`src/pkg/psc_defs.svh`:
```
// Constants for the pipeline stall control block
`ifndef PSC_DEFS_SVH
`define PSC_DEFS_SVH
`define PSC_TAG_W        8
`define PSC_WR_CYCLES    2
`define PSC_MAX_DATA_ACC 3'h2
`define PSC_CNT_W        4
`endif

```
`src/pkg/psc_pkg.sv`:
```
// Types shared by the pipeline stall control block
`include "psc_defs.svh"
package psc_pkg;
  typedef struct packed {
    logic [1:0] rd_cnt;
    logic [1:0] st_cnt;
    logic       ext_rd;
    logic       ext_wr;
    logic       ilock;
    logic       ccall;
    logic       areg_wr;
    logic       areg_use;
  } psc_attr_type;

  typedef struct packed {
    logic                  valid;
    logic [`PSC_TAG_W-1:0] tag;
    psc_attr_type          attr;
  } psc_stage_type;
endpackage

```
`src/rtl/psc_pipeline_stall_control.sv`:
```
// Stall and interlock control for a four-stage processor pipeline
// Summary of operation
// RQ1: Fetch, decode, read, execute advance one per cycle
// RQ2: Busy port, long load, conditional call freeze stages
// RQ3: Port busy until started access completes
// RQ4: External data write keeps port two cycles
// RQ5: Load to busy port retried, execute bubbles
// RQ6: Started external read runs to completion
// RQ7: Interlocked load waits for flag acknowledge
// RQ8: Held fetch word refetched, duplicate discarded
// RQ9: Conditional call takes one extra cycle
// RQ10: Return address pushed after condition evaluated
// RQ11: Address register write stalls dependent access
// RQ12: Two stores then read delays read one cycle
// RQ13: Three data accesses advance execute only
// RQ14: Held stage injects bubble downstream each cycle
`timescale 1ns/100ps
`include "psc_defs.svh"
module psc_pipeline_stall_control
  import psc_pkg::*;
#(
  parameter int WR_CYCLES = `PSC_WR_CYCLES
) (
  // Clock and reset
  input  wire logic                  mclk,
  input  wire logic                  srst,
  // Fetch stage input
  input  wire logic                  fetch_valid,
  input  wire logic [`PSC_TAG_W-1:0] fetch_tag,
  input  wire logic [1:0]            fetch_rd_cnt,
  input  wire logic [1:0]            fetch_st_cnt,
  input  wire logic                  fetch_ext_rd,
  input  wire logic                  fetch_ext_wr,
  input  wire logic                  fetch_ilock,
  input  wire logic                  fetch_ccall,
  input  wire logic                  fetch_areg_wr,
  input  wire logic                  fetch_areg_use,
  output logic                       fetch_take,
  output logic                       fetch_refetch,
  // External port
  input  wire logic                  ext_rd_ready,
  input  wire logic                  interlock_ack_flag_pin,
  output logic                       ext_rd_start,
  output logic                       ext_wr_start,
  output logic                       port_busy,
  // Conditional call
  input  wire logic                  ex_cond_true,
  output logic                       push_ret,
  // Stage contents
  output logic                       dec_valid,
  output logic [`PSC_TAG_W-1:0]      dec_tag,
  output logic                       rd_valid,
  output logic [`PSC_TAG_W-1:0]      rd_tag,
  output logic                       ex_valid,
  output logic [`PSC_TAG_W-1:0]      ex_tag,
  // Conflict status
  output logic                       hold_all,
  output logic                       exec_only,
  output logic                       areg_conflict
);

  if (WR_CYCLES < 1 || WR_CYCLES > 15) begin : g_wr_range
    $error("WR_CYCLES out of range");
  end

  localparam logic [`PSC_CNT_W-1:0] WR_LOAD = `PSC_CNT_W'(WR_CYCLES - 1);

  psc_stage_type          d_r;
  psc_stage_type          r_r;
  psc_stage_type          e_r;
  psc_stage_type          f_in;
  logic [`PSC_CNT_W-1:0]  wr_cnt_r;
  logic                   rd_active_r;
  logic                   rd_got_r;
  logic                   ccall_x_r;
  logic                   cond_r;
  logic                   rdy_meta_r;
  logic                   rdy_s_r;
  logic                   flag_meta_r;
  logic                   flag_s_r;
  logic                   port_conflict;
  logic                   rd_wait;
  logic                   rd_done;
  logic                   ilock_wait;
  logic                   ccall_hold;
  logic                   e_hold;
  logic                   r_hold;
  logic                   d_hold;

  function automatic logic [2:0] acc_sum(input logic [1:0] a, input logic [1:0] b);
    acc_sum = {1'b0, a} + {1'b0, b};
  endfunction

  function automatic logic writes_areg(input psc_stage_type s);
    writes_areg = s.valid && s.attr.areg_wr;
  endfunction

  // Pin synchronisers
  always_ff @(posedge mclk) begin
    if (srst) begin
      rdy_meta_r  <= 1'b0;
      rdy_s_r     <= 1'b0;
      flag_meta_r <= 1'b0;
      flag_s_r    <= 1'b0;
    end else begin
      rdy_meta_r  <= ext_rd_ready;
      rdy_s_r     <= rdy_meta_r;
      flag_meta_r <= interlock_ack_flag_pin;
      flag_s_r    <= flag_meta_r;
    end
  end

  // Conflict detection
  always_comb begin
    f_in.valid         = fetch_valid;
    f_in.tag           = fetch_tag;
    f_in.attr.rd_cnt   = fetch_rd_cnt;
    f_in.attr.st_cnt   = fetch_st_cnt;
    f_in.attr.ext_rd   = fetch_ext_rd;
    f_in.attr.ext_wr   = fetch_ext_wr;
    f_in.attr.ilock    = fetch_ilock;
    f_in.attr.ccall    = fetch_ccall;
    f_in.attr.areg_wr  = fetch_areg_wr;
    f_in.attr.areg_use = fetch_areg_use;
    ccall_hold    = e_r.valid && e_r.attr.ccall && !ccall_x_r; // [RQ9]
    e_hold        = ccall_hold;
    ext_wr_start  = e_r.valid && e_r.attr.ext_wr && !e_hold;
    port_busy     = ext_wr_start || (wr_cnt_r != '0) || rd_active_r; // [RQ3]
    port_conflict = r_r.valid && (r_r.attr.ext_rd || r_r.attr.ext_wr) &&
                    (ext_wr_start || (wr_cnt_r != '0)); // [RQ5]
    ilock_wait    = r_r.valid && r_r.attr.ilock && flag_s_r; // [RQ7]
    rd_done       = r_r.valid && r_r.attr.ext_rd && !port_conflict &&
                    (rdy_s_r || rd_got_r) && !ilock_wait; // [RQ7]
    rd_wait       = r_r.valid && r_r.attr.ext_rd && !port_conflict &&
                    !rdy_s_r && !rd_got_r; // [RQ6]
    ext_rd_start  = rd_wait && !rd_active_r;
    exec_only     = r_r.valid && e_r.valid && !e_hold &&
                    (acc_sum(r_r.attr.rd_cnt, e_r.attr.st_cnt) > `PSC_MAX_DATA_ACC) ||
                    ilock_wait; // [RQ12] [RQ13]
    hold_all      = ccall_hold || port_conflict || rd_wait; // [RQ2]
    r_hold        = hold_all || exec_only;
    areg_conflict = d_r.valid && d_r.attr.areg_use &&
                    (writes_areg(r_r) || writes_areg(e_r)); // [RQ11]
    d_hold        = r_hold || areg_conflict;
    fetch_take    = !d_hold;
    fetch_refetch = d_hold && fetch_valid; // [RQ8]
    push_ret      = e_r.valid && e_r.attr.ccall && ccall_x_r && cond_r; // [RQ10]
  end

  // Pipeline stage registers
  always_ff @(posedge mclk) begin
    if (srst) begin
      d_r <= '0;
      r_r <= '0;
      e_r <= '0;
    end else begin
      if (!e_hold) begin
        e_r <= r_hold ? psc_stage_type'('0) : r_r; // [RQ1] [RQ14]
      end
      if (!r_hold) begin
        r_r <= d_hold ? psc_stage_type'('0) : d_r; // [RQ14]
      end
      if (!d_hold) begin
        d_r <= fetch_valid ? f_in : psc_stage_type'('0); // [RQ1] [RQ8]
      end
    end
  end

  // External port occupancy
  always_ff @(posedge mclk) begin
    if (srst) begin
      wr_cnt_r    <= '0;
      rd_active_r <= 1'b0;
      rd_got_r    <= 1'b0;
    end else begin
      if (rd_done) begin
        rd_got_r <= 1'b0;
      end else if (rd_active_r && rdy_s_r) begin
        rd_got_r <= 1'b1; // [RQ7]
      end
      if (ext_wr_start) begin
        wr_cnt_r <= WR_LOAD; // [RQ4]
      end else if (wr_cnt_r != '0) begin
        wr_cnt_r <= wr_cnt_r - `PSC_CNT_W'(1);
      end
      if (rd_done) begin
        rd_active_r <= 1'b0;
      end else if (rd_wait) begin
        rd_active_r <= 1'b1; // [RQ6]
      end
    end
  end

  // Conditional call extra cycle
  always_ff @(posedge mclk) begin
    if (srst) begin
      ccall_x_r <= 1'b0;
      cond_r    <= 1'b0;
    end else if (ccall_hold) begin
      ccall_x_r <= 1'b1; // [RQ9]
      cond_r    <= ex_cond_true; // [RQ10]
    end else begin
      ccall_x_r <= 1'b0;
      cond_r    <= 1'b0;
    end
  end

  assign dec_valid = d_r.valid;
  assign dec_tag   = d_r.tag;
  assign rd_valid  = r_r.valid;
  assign rd_tag    = r_r.tag;
  assign ex_valid  = e_r.valid;
  assign ex_tag    = e_r.tag;

  // Checks
  property p_advance;
    @(posedge mclk) disable iff (srst)
    (!d_hold && fetch_valid) |=> (d_r.valid && d_r.tag == $past(fetch_tag));
  endproperty
  a_advance: assert property (p_advance) else $error("fetch not advanced"); // [RQ1]

  property p_hold_all;
    @(posedge mclk) disable iff (srst)
    (port_conflict || rd_wait) |=> ($stable(r_r) && !e_r.valid);
  endproperty
  a_hold_all: assert property (p_hold_all) else $error("hold not applied"); // [RQ2]

  property p_no_rd_busy;
    @(posedge mclk) disable iff (srst)
    (wr_cnt_r != '0) |-> !ext_rd_start;
  endproperty
  a_no_rd_busy: assert property (p_no_rd_busy) else $error("read on busy port"); // [RQ3]

  property p_wr_two;
    @(posedge mclk) disable iff (srst)
    ext_wr_start |=> port_busy ##1 (wr_cnt_r == '0);
  endproperty
  a_wr_two: assert property (p_wr_two) else $error("write busy length wrong"); // [RQ4]

  property p_retry;
    @(posedge mclk) disable iff (srst)
    (r_r.valid && r_r.attr.ext_rd && port_conflict) |=> $stable(r_r);
  endproperty
  a_retry: assert property (p_retry) else $error("load not retried"); // [RQ5]

  property p_rd_cont;
    @(posedge mclk) disable iff (srst)
    (rd_active_r && !rd_done) |=> (rd_active_r || rd_done || !r_r.attr.ext_rd) && !ext_rd_start;
  endproperty
  a_rd_cont: assert property (p_rd_cont) else $error("read restarted"); // [RQ6]

  property p_ilock;
    @(posedge mclk) disable iff (srst)
    ilock_wait |=> ($stable(r_r) && !e_r.valid);
  endproperty
  a_ilock: assert property (p_ilock) else $error("interlocked load not held"); // [RQ7]

  property p_refetch;
    @(posedge mclk) disable iff (srst)
    d_hold |-> (!fetch_take ##1 $stable(d_r));
  endproperty
  a_refetch: assert property (p_refetch) else $error("held fetch word lost"); // [RQ8]

  property p_ccall;
    @(posedge mclk) disable iff (srst)
    ccall_hold |=> (ccall_x_r && $stable(e_r)) ##1 !ccall_x_r;
  endproperty
  a_ccall: assert property (p_ccall) else $error("call extra cycle wrong"); // [RQ9]

  property p_push;
    @(posedge mclk) disable iff (srst)
    push_ret |-> $past(ccall_hold) && $past(ex_cond_true);
  endproperty
  a_push: assert property (p_push) else $error("push before evaluation"); // [RQ10]

  property p_areg;
    @(posedge mclk) disable iff (srst)
    (areg_conflict && !r_hold) |=> !r_r.valid;
  endproperty
  a_areg: assert property (p_areg) else $error("address conflict not stalled"); // [RQ11]

  property p_exec_only;
    @(posedge mclk) disable iff (srst)
    (exec_only && !ilock_wait) |=> (!e_r.valid && $stable(r_r)) ##1 !exec_only;
  endproperty
  a_exec_only: assert property (p_exec_only) else $error("exec only wrong"); // [RQ12] [RQ13]

  property p_bubble;
    @(posedge mclk) disable iff (srst)
    (d_hold && !r_hold) |=> !r_r.valid;
  endproperty
  a_bubble: assert property (p_bubble) else $error("no bubble injected"); // [RQ14]

  c_wr_then_rd: cover property (@(posedge mclk) disable iff (srst) ext_wr_start && port_conflict);
  c_long_rd: cover property (@(posedge mclk) disable iff (srst) rd_active_r [*3] ##1 rd_done);
  c_push: cover property (@(posedge mclk) disable iff (srst) push_ret);
  c_ilock: cover property (@(posedge mclk) disable iff (srst) ilock_wait ##1 !ilock_wait);

endmodule

```
`config.mk`:
```
export PLATFORM = sky130hd
export DESIGN_NAME = psc_pipeline_stall_control
export DESIGN_NICKNAME = d
export VERILOG_FILES = /design/src/pkg/psc_pkg.sv /design/src/rtl/psc_pipeline_stall_control.sv
export VERILOG_INCLUDE_DIRS = /design/src /design/src/pkg
export SDC_FILE = /design/constraint.sdc
export NUM_CORES = 1
export LEC_CHECK = 0
export BUFFER_PORTS_ARGS = -buffer_cell sky130_fd_sc_hd__buf_2
export CORE_UTILIZATION = 49
export DETAILED_ROUTE_END_ITERATION = 8
export PLACE_DENSITY = 0.84
export SYNTH_ARGS = -nofsm -noshare
export SYNTH_HDL_FRONTEND = slang
export SYNTH_SLANG_ARGS = --single-unit
```
`constraint.sdc`:
```
create_clock -name mclk -period 2.1 [get_ports mclk]
set_clock_uncertainty 0.05 [all_clocks]
set_input_delay 0.105 -clock mclk [delete_from_list [all_inputs] [get_ports mclk]]
set_output_delay 0.105 -clock mclk [all_outputs]
set_load 0.005 [all_outputs]
```
==> results.cfg <==
[status]
status = finished with violations
violations = setup timing

[floorplan]
fp.dieH_um = 78.2
io_pins = 60
die_w_um = 78.2
core_area_sq_mm = 0.00554
rows = 27
initial_core_util = 0.513
die_area_sq_mm = 0.00611

[timing]
fin_ws_ns = -0.463
period_share = 1.22
finalSetupViolations = 54
clock.fmax_ghz = 0.390
fin_crit_ns = 2.56
rsz0062_at_grt = true
finalMaxSlewViolations = 0
slew_headroom = 0.461
worstMarginPinSlew_ns = 0.805
hold_violations = 0

[routing]
ant_nets = 0
num_vias = 2544
viasPerCell = 5.48
firstDrtPassIters = 4
drc = 0
wl_mm = 8.25
wire_per_inst_um = 17.8
drt_iter0_drc = 184

[clocking]
cts.sink_count = 63
cts_tree = yes
clockRootBuffer = clkbuf_8
cts_htree_levels = 3
clk_pin_slew_ns = 0.07
clk_latency_ns = 0.33
numCtsBuffers = 9
clk_path_buf_depth = 2

[job]
maxCapViolations = 0

[placed_design]
gp_congestion = 0.806
hpwl_mm = 3.79
dpl_cell_area_sq_mm = 0.00308
place_inst = 405
port_buffers = 59
pre_cts_slack_ns = -0.174

[final_layout]
fin_cells = 464
layout-drive-gt1-share = 0.439
fin_nets = 415
num-fill-cells = 378
finalInstanceArea_sq_mm = 0.00399
area_growth_pct = 40.4
antennaDiodeCount = 0

[power_and_ir_drop]
power_density_mw_per_mm2 = 788
ir_worst_vdd_v = 0.000574
p_leak_nw = 1.78
p_total_mw = 3.15

[logic_synthesis]
synth_fp_nets = 332
synthMuxAreaShare = 0.0634
yosys.cell_types.count = 40
syn_area_sq_mm = 0.00284
ys_warn_count = 0
synth_cells = 304
ys_ff_latch = 63
avgSynthCellArea_sq_um = 9.36
synth-simple-area-share = 0.220
synth_xor_area_frac = 0.00924
synth_top_family_by_area = simple AND/OR/NAND/NOR gates
synth-compound-area-share = 0.135
seq_area_frac_synth = 0.443
synthAdderAreaFrac = 0.0202

[worst_setup_path]
crit_chain = ha_4 > fa_1 > a21oi_2 > o31ai_4 > buf_4 > buf_6 > a2111oi_4 > buf_6 > buf_16 > nand3_1 > a21oi_1
worst_ep_required_time_ns = 2.30
crit_slowest_cell = fa_1
cpMostUsedCell = buf_6
crit_fanout = 8
cp-start-kind = flip-flop
end_kind = flip-flop
cpPeakStageDelay_ns = 0.46
worstPathArrival_ns = 2.76
worstSetupPathType = reg2reg

[min_path]
hold_path.class = in2reg

[global_route]
grt_max_degree = 62
overflow = 0
grt_first_pass_wirelength_mm = 11.3
track_usage = 0.239
grt_pass1_vias = 2332
antenna_found_initial = 0
[cell usage after synthesis]
cell type  count  share of area
a2111oi_4      1         0.0097
buf_2          3         0.0053
a2111oi_0      1         0.0031
a22oi_1       11          0.029
buf_12         1         0.0070
nor2_4         1         0.0040
nand2_2       10          0.022
fa_1           1         0.0070
o31ai_2        1         0.0044
or2_2          1         0.0022
dfxtp_1       63           0.44
nand2b_1      20          0.044
mux2i_1       18          0.063
nor2_1        23          0.030
ha_1           3          0.013
a211o_1        1         0.0031
nand3_1       22          0.039
buf_6          3          0.012
xnor2_1        3         0.0092
a21o_1         1         0.0026
nor3b_2        1         0.0044
o21a_1         3         0.0079
buf_4         24          0.063
clkbuf_2       1         0.0018
clkbuf_1      12          0.016
o21ai_1        1         0.0018
or3b_4         1         0.0040
nand2_1       31          0.041
nor3_1         2         0.0035
a311oi_4       1         0.0092
and2_1         1         0.0022
nor2b_1        7          0.015
a2111o_2       1         0.0044
a21oi_2       10          0.031
a21oi_1       11          0.019
a22o_1         2         0.0062
inv_1          3         0.0040
nor4_1         2         0.0044
nand4bb_1      1         0.0040
o21ai_2        1         0.0031
[layer usage]
layer | vias up | part of all wire | routed length [um] | GRT usage
met5 | - | 0 | 0 | 0
met4 | 0 | 0.044 | 361 | 0.124
met3 | 33 | 0.048 | 397 | 0.0465
met2 | 109 | 0.51 | 4230 | 0.412
met1 | 1234 | 0.40 | 3260 | 0.281
li1 | 1168 | - | - | -
[report_power, final]
group,total [mW],internal [mW],switching (mW)
combinational,0.743,0.420,0.324
sequential,1.35,1.27,0.0792
clock,1.05,0.574,0.479
[repair_timing]
action / CTS / global route
buffers inserted: 10 / 12
hold buffers: 20 / 1
setup endpoints to repair: 54 / 56
endpoints found under the hold margin: 20 / 1
gates cloned: 4 / 2
gates resized for setup: 15 / 48
pin swaps: 3 / 10
[metrics by stage]
step                 util  hold WS (ns)  TNS, ns
floorplan               -         0.177    -1.48
CTS                 0.670      0.000448   -13.75
global route        0.721         0.212   -21.45
finish              0.721         0.178   -17.76
detailed placement  0.555         0.263    -4.93
global placement    0.555         0.256    -2.99
[path summary, 6_finish.rpt]
path / from / endpoint / slack [ns] / cells after the start
min: srst / dec_tag[0]$_SDFFE_PP0N_ / 0.18 / 4
max reg2reg: r_r[8]$_SDFFE_PP0N_ / r_r[7]$_SDFFE_PP0N_ / -0.46 / 11
max: r_r[8]$_SDFFE_PP0N_ / r_r[7]$_SDFFE_PP0N_ / -0.46 / 11
min reg2reg: flag_meta_r$_SDFF_PP0_ / flag_s_r$_SDFF_PP0_ / 0.39 / 1
[cell type report]
type / instances / area, sq um / share of cell area
Sequential cell: 63 / 1260 / 0.317
Timing Repair Buffer: 116 / 990 / 0.248
Tap cell: 72 / 90.1 / 0.0226
Multi-Input combinational cell: 194 / 1440 / 0.361
Clock inverter: 6 / 60.1 / 0.0150
Inverter: 3 / 11.3 / 0.00282
Clock buffer: 10 / 138 / 0.0345
[worst max-delay path, delay by kind of cell, from the launching register on]
family          cells  cell delay, ns
flops               1            0.34
buf+inv             4            0.59
simple gates        1            0.10
fa+ha+maj           2            0.62
compound gates      4            0.76
[flip-flops by register name (all words and copies together) (netlist names)]
signal	count
dec_valid	1
rdy_s_r	1
wr_cnt_r	4
rd_tag	8
flag_s_r	1
e_r	5
rdy_meta_r	1
d_r	10
rd_got_r	1
dec_tag	8
ex_tag	8
r_r	9
ccall_x_r	1
rd_valid	1
flag_meta_r	1
cond_r	1
rd_active_r	1
ex_valid	1
[logic make-up (layout without fill, tap and decap cells)]
group | Yosys count | after routing
compound gates | 46 | 46
xor+xnor | 3 | 3
flops | 63 | 63
mux | 18 | 18
buf+inv | 47 | 135
fa+ha+maj | 4 | 4
simple gates | 123 | 123
[layout by cell type (no fill, tap or decap), drive strengths merged]
master       netlist  routed
a2111o             1       1
a2111oi            2       2
a211o              1       1
a21o               1       1
a21oi             21      21
a22o               2       2
a22oi             11      11
a311oi             1       1
and2               1       1
buf               31      93
bufinv             0       1
clkbuf            13      12
clkinv             0       3
clkinvlp           0       2
dfxtp             63      63
dlygate4sd3        0      21
fa                 1       1
ha                 3       3
inv                3       3
mux2i             18      18
nand2             41      41
nand2b            20      20
nand3             22      22
nand4bb            1       1
nor2              24      24
nor2b              7       7
nor3               2       2
nor3b              1       1
nor4               2       2
o21a               3       3
o21ai              2       2
o31ai              1       1
or2                1       1
or3b               1       1
xnor2              3       3
No activity file was read; power rests on OpenSTA's default activity.
